**config.mk**
```make
export PLATFORM = sky130hd
export DESIGN_NAME = dssw_status
export DESIGN_NICKNAME = d
export VERILOG_FILES = /design/src/design/dssw_pkg.sv /design/src/design/dssw_status.sv
export SDC_FILE = /design/constraint.sdc
export NUM_CORES = 1
export LEC_CHECK = 0
export ABC_CLOCK_PERIOD_IN_PS = 1800
export BUFFER_PORTS_ARGS = -buffer_cell sky130_fd_sc_hd__clkbuf_2
export CAP_MARGIN = 20
export CELL_PAD_IN_SITES_DETAIL_PLACEMENT = 0
export CELL_PAD_IN_SITES_GLOBAL_PLACEMENT = 1
export CORE_MARGIN = 2
export CORE_UTILIZATION = 37
export DETAILED_ROUTE_END_ITERATION = 10
export PLACE_DENSITY = 0.85
export SLEW_MARGIN = 10
export SYNTH_ARGS = -nofsm -noshare
export SYNTH_HDL_FRONTEND = slang
export SYNTH_SLANG_ARGS = --single-unit
```
**constraint.sdc**
```tcl
create_clock -name clk_i -period 1.8 [get_ports clk_i]
set_input_delay 0.36 -clock clk_i [delete_from_list [all_inputs] [get_ports clk_i]]
set_output_delay 0.36 -clock clk_i [all_outputs]
set_load 0.005 [all_outputs]
```
**src/design/dssw_pkg.sv**
```systemverilog
// Constants and carrier types for the drive state status word block.
// Assumes a single 200 MHz clock and a synchronous active-high reset.
//
// Overview of operation
// - No-fault in 4,5,6; active only in 6.
// - Read-only 16-bit status word, reset zero, address 6916.
// - States 2,3 clear bits 0-3; 3 sets 6.
// - States 4-6 set bits 5,0; add 1, 2.
// - Quick stop reports bits 0-2 set only.
// - Fault states set bits 0-3, clear 6.
// - Bit 4 shows bus voltage; blocks 3 to 4.
// - Fault reset clears warning bit immediately.
// - Bit 8 follows active halt.
// - Bit 9 shows fieldbus control; reads allowed whenever ce_i is high.
// - Bit 12 carries mode-specific monitoring.
// - Bit 13 flags errors needing remedy.
// - Bit 14 drops on start, rises at standstill.
// - Suppress bit 14 rise on mode change.
// - Bit 15 shows valid reference point.
package dssw_pkg;

	localparam logic [15:0] DSSW_STATUS_ADDR = 16'h1b04;
	localparam logic [15:0] DSSW_STATUS_RST  = 16'h0000;

	localparam int BIT_RDY   = 0;
	localparam int BIT_SWON  = 1;
	localparam int BIT_OPEN  = 2;
	localparam int BIT_FAULT = 3;
	localparam int BIT_VOLT  = 4;
	localparam int BIT_QSTOP = 5;
	localparam int BIT_SODIS = 6;
	localparam int BIT_WARN  = 7;
	localparam int BIT_HALT  = 8;
	localparam int BIT_REM   = 9;
	localparam int BIT_TREACH = 10;
	localparam int BIT_RSVD  = 11;
	localparam int BIT_MODE  = 12;
	localparam int BIT_ERR   = 13;
	localparam int BIT_END   = 14;
	localparam int BIT_REF   = 15;

	localparam int CLK_MHZ      = 200;
	localparam int WARN_HOLD_MS = 100;
	localparam int WARN_HOLD_CYC = WARN_HOLD_MS * 1000 * CLK_MHZ;

	typedef enum logic [3:0] {
		DSSW_ST_NRDY  = 4'h2,
		DSSW_ST_SODIS = 4'h3,
		DSSW_ST_RDY   = 4'h4,
		DSSW_ST_SWON  = 4'h5,
		DSSW_ST_OPEN  = 4'h6,
		DSSW_ST_QSTOP = 4'h7,
		DSSW_ST_FREAC = 4'h8,
		DSSW_ST_FAULT = 4'h9
	} dssw_state_t;

	typedef struct packed {
		logic volt_ok;
		logic warn_any;
		logic fault_reset;
		logic halt;
		logic remote;
		logic mode_start;
		logic mode_done_ok;
		logic mode_abort;
		logic standstill;
		logic next_mode_pend;
		logic mode_mon;
		logic err_remedy;
		logic ref_ok;
	} dssw_ev_t;

	typedef struct packed {
		logic        nofault;
		logic        active;
	} dssw_sig_t;

	typedef struct packed {
		logic [15:0] status;
		logic [31:0] warn_cnt;
		logic        running;
		logic        treach;
		logic        end_flag;
		dssw_sig_t   sig;
		logic [15:0] rdata;
	} dssw_reg_t;

endpackage

```
**src/design/dssw_status.sv**
```systemverilog
// Drive state status word: builds the 16-bit status word and two state outputs.
// Assumes the drive's state machine and motion logic supply state and events synchronously.
module dssw_status
	import dssw_pkg::*;
#(
	parameter int WARN_HOLD = WARN_HOLD_CYC
) (
	// Clock, reset and enable.
	input  wire logic        clk_i,
	input  wire logic        rst_i,
	input  wire logic        ce_i,
	// Drive state and events.
	input  wire dssw_state_t state_i,
	input  wire dssw_ev_t    ev_i,
	// State advance request from the state machine.
	input  wire logic        adv_3_4_req_i,
	output logic             adv_3_4_ok_o,
	// Parameter read port.
	input  wire logic        rd_i,
	input  wire logic [15:0] addr_i,
	output logic [15:0]      rdata_o,
	output logic             rack_o,
	// Signal outputs.
	output dssw_sig_t        sig_o
);

	dssw_reg_t state_ff;
	dssw_reg_t nxt_state;
	logic [5:0] st_bits;
	logic       warn_hold;

	always_comb begin
		unique case (state_i)
			DSSW_ST_NRDY:  st_bits = 6'b000000;
			DSSW_ST_SODIS: st_bits = 6'b100000;
			DSSW_ST_RDY:   st_bits = 6'b010001;
			DSSW_ST_SWON:  st_bits = 6'b010011;
			DSSW_ST_OPEN:  st_bits = 6'b010111;
			DSSW_ST_QSTOP: st_bits = 6'b000111;
			DSSW_ST_FREAC: st_bits = 6'b001111;
			DSSW_ST_FAULT: st_bits = 6'b001111;
			default:       st_bits = 6'b000000;
		endcase
	end

	assign warn_hold = (state_ff.warn_cnt != 32'h0);
	assign adv_3_4_ok_o = adv_3_4_req_i && ev_i.volt_ok;

	always_comb begin
		nxt_state = state_ff;
		if (ev_i.fault_reset) begin
			nxt_state.warn_cnt = 32'h0;
		end else if (ev_i.warn_any) begin
			nxt_state.warn_cnt = 32'(WARN_HOLD);
		end else if (warn_hold) begin
			nxt_state.warn_cnt = state_ff.warn_cnt - 32'h1;
		end
		if (ev_i.mode_start || ev_i.mode_abort || ev_i.halt) begin
			nxt_state.treach = 1'b0;
		end else if (ev_i.mode_done_ok && ev_i.standstill) begin
			nxt_state.treach = 1'b1;
		end
		if (ev_i.mode_start) begin
			nxt_state.running  = 1'b1;
			nxt_state.end_flag = 1'b0;
		end else if (state_ff.running && ev_i.standstill && !ev_i.next_mode_pend) begin
			nxt_state.running  = 1'b0;
			nxt_state.end_flag = 1'b1;
		end
		nxt_state.status = DSSW_STATUS_RST;
		nxt_state.status[BIT_RDY]   = st_bits[0];
		nxt_state.status[BIT_SWON]  = st_bits[1];
		nxt_state.status[BIT_OPEN]  = st_bits[2];
		nxt_state.status[BIT_FAULT] = st_bits[3];
		nxt_state.status[BIT_QSTOP] = st_bits[4];
		nxt_state.status[BIT_SODIS] = st_bits[5];
		nxt_state.status[BIT_VOLT]  = ev_i.volt_ok;
		nxt_state.status[BIT_WARN]  = !ev_i.fault_reset && (ev_i.warn_any || warn_hold);
		nxt_state.status[BIT_HALT]  = ev_i.halt;
		nxt_state.status[BIT_REM]   = ev_i.remote;
		nxt_state.status[BIT_TREACH] = nxt_state.treach;
		nxt_state.status[BIT_RSVD]  = 1'b0;
		nxt_state.status[BIT_MODE]  = ev_i.mode_mon;
		nxt_state.status[BIT_ERR]   = ev_i.err_remedy;
		nxt_state.status[BIT_END]   = nxt_state.end_flag;
		nxt_state.status[BIT_REF]   = ev_i.ref_ok;
		nxt_state.sig.nofault = (state_i == DSSW_ST_RDY) || (state_i == DSSW_ST_SWON) || (state_i == DSSW_ST_OPEN);
		nxt_state.sig.active  = (state_i == DSSW_ST_OPEN);
		if (rd_i) begin
			nxt_state.rdata = (addr_i == DSSW_STATUS_ADDR) ? state_ff.status : 16'h0000;
		end
	end

	always_ff @(posedge clk_i) begin
		if (rst_i) begin
			state_ff <= '0;
		end else if (ce_i) begin
			state_ff <= nxt_state;
		end
	end

	assign rdata_o = state_ff.rdata;
	assign rack_o  = rd_i && ce_i;
	assign sig_o   = state_ff.sig;

	active_only6_a: assert property (@(posedge clk_i) disable iff (rst_i)
		ce_i && !rst_i |=> (sig_o.active == ($past(state_i) == DSSW_ST_OPEN)))
		else $error("active output wrong for state");

	active_off_a: assert property (@(posedge clk_i) disable iff (rst_i)
		ce_i && !rst_i && state_i != DSSW_ST_OPEN |=> !sig_o.active)
		else $error("active output set outside operation");

	nofault_map_a: assert property (@(posedge clk_i) disable iff (rst_i)
		ce_i && !rst_i && state_i == DSSW_ST_FAULT |=> !sig_o.nofault)
		else $error("no-fault output set in fault");

	nofault_on_a: assert property (@(posedge clk_i) disable iff (rst_i)
		ce_i && !rst_i && state_i inside {DSSW_ST_RDY, DSSW_ST_SWON, DSSW_ST_OPEN} |=> sig_o.nofault)
		else $error("no-fault output clear when ready");

	nofault_off_a: assert property (@(posedge clk_i) disable iff (rst_i)
		ce_i && !rst_i && !(state_i inside {DSSW_ST_RDY, DSSW_ST_SWON, DSSW_ST_OPEN}) |=> !sig_o.nofault)
		else $error("no-fault output set when not ready");

	nrdy_bits_a: assert property (@(posedge clk_i) disable iff (rst_i)
		ce_i && !rst_i && state_i == DSSW_ST_NRDY |=> state_ff.status[3:0] == 4'h0 && !state_ff.status[6])
		else $error("not ready bits wrong");

	sodis_bits_a: assert property (@(posedge clk_i) disable iff (rst_i)
		ce_i && !rst_i && state_i == DSSW_ST_SODIS |=> state_ff.status[3:0] == 4'h0 && state_ff.status[6])
		else $error("switch on disabled bits wrong");

	rdy_bits_a: assert property (@(posedge clk_i) disable iff (rst_i)
		ce_i && !rst_i && state_i == DSSW_ST_RDY |=> state_ff.status[6:0] ==? 7'b01x0001)
		else $error("ready bits wrong");

	swon_bits_a: assert property (@(posedge clk_i) disable iff (rst_i)
		ce_i && !rst_i && state_i == DSSW_ST_SWON |=> state_ff.status[6:0] ==? 7'b01x0011)
		else $error("switched on bits wrong");

	open_bits_a: assert property (@(posedge clk_i) disable iff (rst_i)
		ce_i && !rst_i && state_i == DSSW_ST_OPEN |=> state_ff.status[6:0] ==? 7'b01x0111)
		else $error("operation enable bits wrong");

	qstop_bits_a: assert property (@(posedge clk_i) disable iff (rst_i)
		ce_i && !rst_i && state_i == DSSW_ST_QSTOP |=> state_ff.status[6:0] ==? 7'b00x0111)
		else $error("quick stop bits wrong");

	fault_bits_a: assert property (@(posedge clk_i) disable iff (rst_i)
		ce_i && !rst_i && state_i == DSSW_ST_FAULT |=> state_ff.status[3:0] == 4'hf && !state_ff.status[6])
		else $error("fault bits wrong");

	freac_bits_a: assert property (@(posedge clk_i) disable iff (rst_i)
		ce_i && !rst_i && state_i == DSSW_ST_FREAC |=> state_ff.status[3:0] == 4'hf && !state_ff.status[6])
		else $error("fault reaction bits wrong");

	volt_block_a: assert property (@(posedge clk_i) disable iff (rst_i)
		!ev_i.volt_ok |-> !adv_3_4_ok_o)
		else $error("advance allowed without voltage");

	adv_pass_a: assert property (@(posedge clk_i) disable iff (rst_i)
		ev_i.volt_ok && adv_3_4_req_i |-> adv_3_4_ok_o)
		else $error("advance refused with voltage");

	volt_bit_a: assert property (@(posedge clk_i) disable iff (rst_i)
		ce_i && !rst_i |=> state_ff.status[BIT_VOLT] == $past(ev_i.volt_ok))
		else $error("voltage bit wrong");

	warn_set_a: assert property (@(posedge clk_i) disable iff (rst_i)
		ce_i && !rst_i && ev_i.warn_any && !ev_i.fault_reset |=> state_ff.status[BIT_WARN])
		else $error("warning bit not set");

	warn_hold_a: assert property (@(posedge clk_i) disable iff (rst_i)
		ce_i && !rst_i && ev_i.warn_any && !ev_i.fault_reset ##1 (ce_i && !ev_i.fault_reset)[*2]
		|=> state_ff.status[BIT_WARN])
		else $error("warning released too early");

	warn_clear_a: assert property (@(posedge clk_i) disable iff (rst_i)
		ce_i && !rst_i && !ev_i.warn_any && state_ff.warn_cnt == 32'h0 |=> !state_ff.status[BIT_WARN])
		else $error("warning bit stuck");

	warn_reset_a: assert property (@(posedge clk_i) disable iff (rst_i)
		ce_i && !rst_i && ev_i.fault_reset |=> !state_ff.status[BIT_WARN])
		else $error("fault reset did not clear warning");

	halt_bit_a: assert property (@(posedge clk_i) disable iff (rst_i)
		ce_i && !rst_i |=> state_ff.status[BIT_HALT] == $past(ev_i.halt))
		else $error("halt bit wrong");

	remote_bit_a: assert property (@(posedge clk_i) disable iff (rst_i)
		ce_i && !rst_i |=> state_ff.status[BIT_REM] == $past(ev_i.remote))
		else $error("remote bit wrong");

	read_any_a: assert property (@(posedge clk_i) disable iff (rst_i)
		rd_i && ce_i |-> rack_o)
		else $error("read not acknowledged");

	read_data_a: assert property (@(posedge clk_i) disable iff (rst_i)
		ce_i && !rst_i && rd_i && addr_i == DSSW_STATUS_ADDR |=> rdata_o == $past(state_ff.status))
		else $error("status read data wrong");

	read_unmap_a: assert property (@(posedge clk_i) disable iff (rst_i)
		ce_i && !rst_i && rd_i && addr_i != DSSW_STATUS_ADDR |=> rdata_o == 16'h0000)
		else $error("unmapped read not zero");

	treach_run_a: assert property (@(posedge clk_i) disable iff (rst_i)
		ce_i && !rst_i && ev_i.mode_start |=> !state_ff.status[BIT_TREACH])
		else $error("target reached set at start");

	treach_halt_a: assert property (@(posedge clk_i) disable iff (rst_i)
		ce_i && !rst_i && ev_i.halt |=> !state_ff.status[BIT_TREACH])
		else $error("target reached set during halt");

	treach_abort_a: assert property (@(posedge clk_i) disable iff (rst_i)
		ce_i && !rst_i && ev_i.mode_abort |=> !state_ff.status[BIT_TREACH])
		else $error("target reached set after abort");

	mode_bit_a: assert property (@(posedge clk_i) disable iff (rst_i)
		ce_i && !rst_i |=> state_ff.status[BIT_MODE] == $past(ev_i.mode_mon))
		else $error("mode monitor bit wrong");

	err_bit_a: assert property (@(posedge clk_i) disable iff (rst_i)
		ce_i && !rst_i |=> state_ff.status[BIT_ERR] == $past(ev_i.err_remedy))
		else $error("error bit wrong");

	end_drop_a: assert property (@(posedge clk_i) disable iff (rst_i)
		ce_i && !rst_i && ev_i.mode_start |=> !state_ff.end_flag)
		else $error("end flag not cleared at start");

	end_rise_a: assert property (@(posedge clk_i) disable iff (rst_i)
		ce_i && !rst_i && !ev_i.mode_start && state_ff.running && ev_i.standstill && !ev_i.next_mode_pend
		|=> state_ff.status[BIT_END])
		else $error("end flag not set at standstill");

	end_hold_a: assert property (@(posedge clk_i) disable iff (rst_i)
		ce_i && !rst_i && ev_i.next_mode_pend && !state_ff.end_flag |=> !state_ff.end_flag)
		else $error("end flag rose between chained modes");

	ref_bit_a: assert property (@(posedge clk_i) disable iff (rst_i)
		ce_i && !rst_i |=> state_ff.status[BIT_REF] == $past(ev_i.ref_ok))
		else $error("reference bit wrong");

	rsvd_zero_a: assert property (@(posedge clk_i) disable iff (rst_i)
		!state_ff.status[BIT_RSVD])
		else $error("reserved bit set");

endmodule

```
==> run summary <==
Status -> finished with violations
Failing checks -> setup timing
Fmax -> 505.4 MHz
CTS root buffer -> clkbuf_8
TritonCTS clock tree -> done
CTS clk-pin slew, worst paths -> 80 ps
Syn_area_per_cell -> 8.393 µm²
Antenna-violating nets left -> 0
ANT cells -> 0
Synth Net Count -> 419
Final Max Tran Viols -> 0
Worst EP required -> 2020 ps
Worst slack, placed -> -147.1 ps
HP Class -> in -> reg
Asr flop ratio synth -> 0%
Layout filler cell count -> 742
Power Density -> 1277 mW/mm²
Total number of vias -> 3298
Post-Syn Area -> 0.003189 mm²
Sinks on Clock Net -> 65
GRT overflow -> 0
Final setup viols -> 33
Tot Pwr -> 5.924 mW
Number of port buffers -> 56
Seq cells post-synth -> 65
DP Wirelength -> 5793 µm
Most used flip-flop cell after synthesis -> dfxtp_1
Core area -> 0.008299 mm²
Pre-Repair DR Iteration Count -> 4
DIE HEIGHT -> 96.84 µm
Peak VDD IR -> 0.7741 mV
GRT Util Overall -> 17.42%
Dominant cell type by area after synthesis -> dfxtp_1
Vias in the first global route -> 2988
CP Max Fanout -> 6
Placement Cell Area -> 0.003865 mm²
Top-area cell type share of the netlist area -> 40.80%
Full die area -> 0.009378 mm²
Fin crit share -> 109.9%
Critical Path End Type -> flip-flop
Final min period -> 1979 ps
First-pass GRT wire length -> 13790 µm
Unrepaired setup endpoints after global routing -> yes
Area grow syn2layout -> 45.43%
Post-route cell area -> 0.004638 mm²
EDFF count, synth -> 0
Worst Skew -> 10.27 ps
Drt drc -> 0
Hold Slack -> 257.7 ps
Startpoint types -> flip-flop
Bufs on Longest Clock Path -> 2
Most common cell in the netlist -> dfxtp_1
Routability congestion estimate from global placement -> 0.8057
I/O pin count -> 58
Yosys Warn Count -> 0
Final Hold Fails -> 0
Initial Utilization -> 38.43%
R2r worst-path depth -> 8
Sequential element share of the synthesized area -> 40.80%
Synth top area cells -> dfxtp_1 41%, a31oi_1 6.1%, nor2_1 5.3%
Worst setup margin -> -178.7 ps
Routed WL -> 9447 µm
Worst EP arrival -> 2200 ps
Num CTS Buffers -> 9
Row count -> 33
Worst-skew pair later-pin latency -> 340 ps
Initial drt markers -> 191
Vias per cell -> 5.562
Netlist cell types -> 52
Initial antenna violation count -> 0
Post-DR wirelength/cell -> 15.93 µm
LEAKAGE -> 1.908 nW
Nets -> 522
WHS Path Cells -> 3
Post-synth top cells -> 65 x dfxtp_1, 45 x nor2_1, 31 x a31oi_1
Die width -> 96.84 µm
CP Class -> reg -> reg
H-tree depth -> 3
Max-capacitance violation count -> 0
Largest net degree at the start of global routing -> 39
Share of cells above drive strength 1 -> 42.42%
Final setup TNS -> -3219 ps
Syn Inst Count -> 380
critical path, stage by stage (launching register included):
cell,delay (ps)
dfxtp_2,340
nor4_4,300
buf_4,160
nand3_1,140
o31a_4,440
buf_6,150
clkbuf_16,150
a31oi_4,120
a31oi_1,50
through the flow:
step / std cells / util (%)
2_1_floorplan: 380 / -
3_3_place_gp: 559 / 46.57
3_5_place_dp: 559 / 46.57
4_1_cts: 581 / 50.54
5_1_grt: 593 / 55.89
6_report: 593 / 55.89
timing repair:
| action | 4_1_cts | 5_1_grt |
|---|---|---|
| hold buffers | 0 | 0 |
| pin swaps | 17 | 27 |
| endpoints found under the hold margin | 0 | 0 |
| setup endpoints to repair | 32 | 33 |
| gates resized for setup | 14 | 67 |
| cloned | 0 | 5 |
| buffers inserted | 6 | 7 |
kinds of logic after synthesis:
group	share of synthesized area, %
multiplexers	2.864
XOR/XNOR	0.8240
adder cells (fa/ha/maj)	0.3922
other	0.1176
AO/OA/AOI/OAI	20.48
flip-flops	40.80
AND/OR/NAND/NOR	26.33
buffers and inverters	8.199
placed cells by master (no fill, tap or decap), types with 3 or more instances in the layout:
| master | n |
|---|---|
| o21ai_2 | 3 |
| a22oi_1 | 15 |
| or3_1 | 7 |
| nor2_1 | 44 |
| nand3_1 | 8 |
| nor4_1 | 6 |
| nor4_4 | 3 |
| clkbuf_8 | 9 |
| nand3b_1 | 10 |
| nor3_1 | 9 |
| o31a_1 | 6 |
| nor4_2 | 5 |
| nor3_2 | 6 |
| nand4_1 | 6 |
| nand2_1 | 16 |
| o211ai_1 | 5 |
| dfxtp_1 | 59 |
| a31oi_4 | 6 |
| o21ai_0 | 4 |
| inv_1 | 6 |
| xnor2_1 | 3 |
| clkbuf_2 | 56 |
| a31oi_1 | 24 |
| buf_6 | 13 |
| mux2i_1 | 8 |
| nand2b_1 | 6 |
| o21ai_1 | 3 |
| nand2_2 | 6 |
| dfxtp_2 | 5 |
| a21oi_1 | 10 |
| buf_4 | 58 |
| o22ai_1 | 5 |
| a211oi_1 | 4 |
path summary, 6_finish.rpt:
check	startpoint	endpoint	slack, ps
max	state_ff[46]	state_ff[38]	-180
min	ev_i[0]	state_ff[68]	260
max reg2reg	state_ff[46]	state_ff[38]	-180
min reg2reg	sig_o[0]	sig_o[0]	480
sequential cells by signal, summed over array words and instances (netlist names):
| name | flops |
|---|---|
| rdata_o | 15 |
| sig_o | 2 |
| state_ff | 48 |
layout make-up:
| type | instances | area, µm² | area share (%) |
|---|---|---|---|
| Inverter | 8 | 30.03 | 0.6474 |
| Clock inverter | 6 | 91.34 | 1.969 |
| Timing Repair Buffer | 132 | 967.2 | 20.85 |
| Clock buffer | 10 | 127.6 | 2.752 |
| Sequential cell | 65 | 1311 | 28.27 |
| Tap cell | 105 | 131.4 | 2.832 |
| Multi-Input combinational cell | 267 | 1979 | 42.68 |
report_power, final:
part / internal, mW / total (mW) / leakage (nW) / switching, mW
logic: 1.33 / 2.78 / 1.26 / 1.45
registers: 1.60 / 1.77 / 0.533 / 0.163
clock network: 0.788 / 1.38 / 0.111 / 0.593
total: 3.72 / 5.92 / 1.91 / 2.20
metal layers:
layer  track usage (%)  part of all wire, %  wire length [µm]  up-vias
li1                  -                    -                 -     1611
met1             21.91                   43              4028     1578
met2             29.27                   51              4798       95
met3             5.275                  5.3               502       14
met4             4.117                  1.2               117        0
met5                 0                    0                 0        -
No activity file was read; power rests on OpenSTA's default activity.
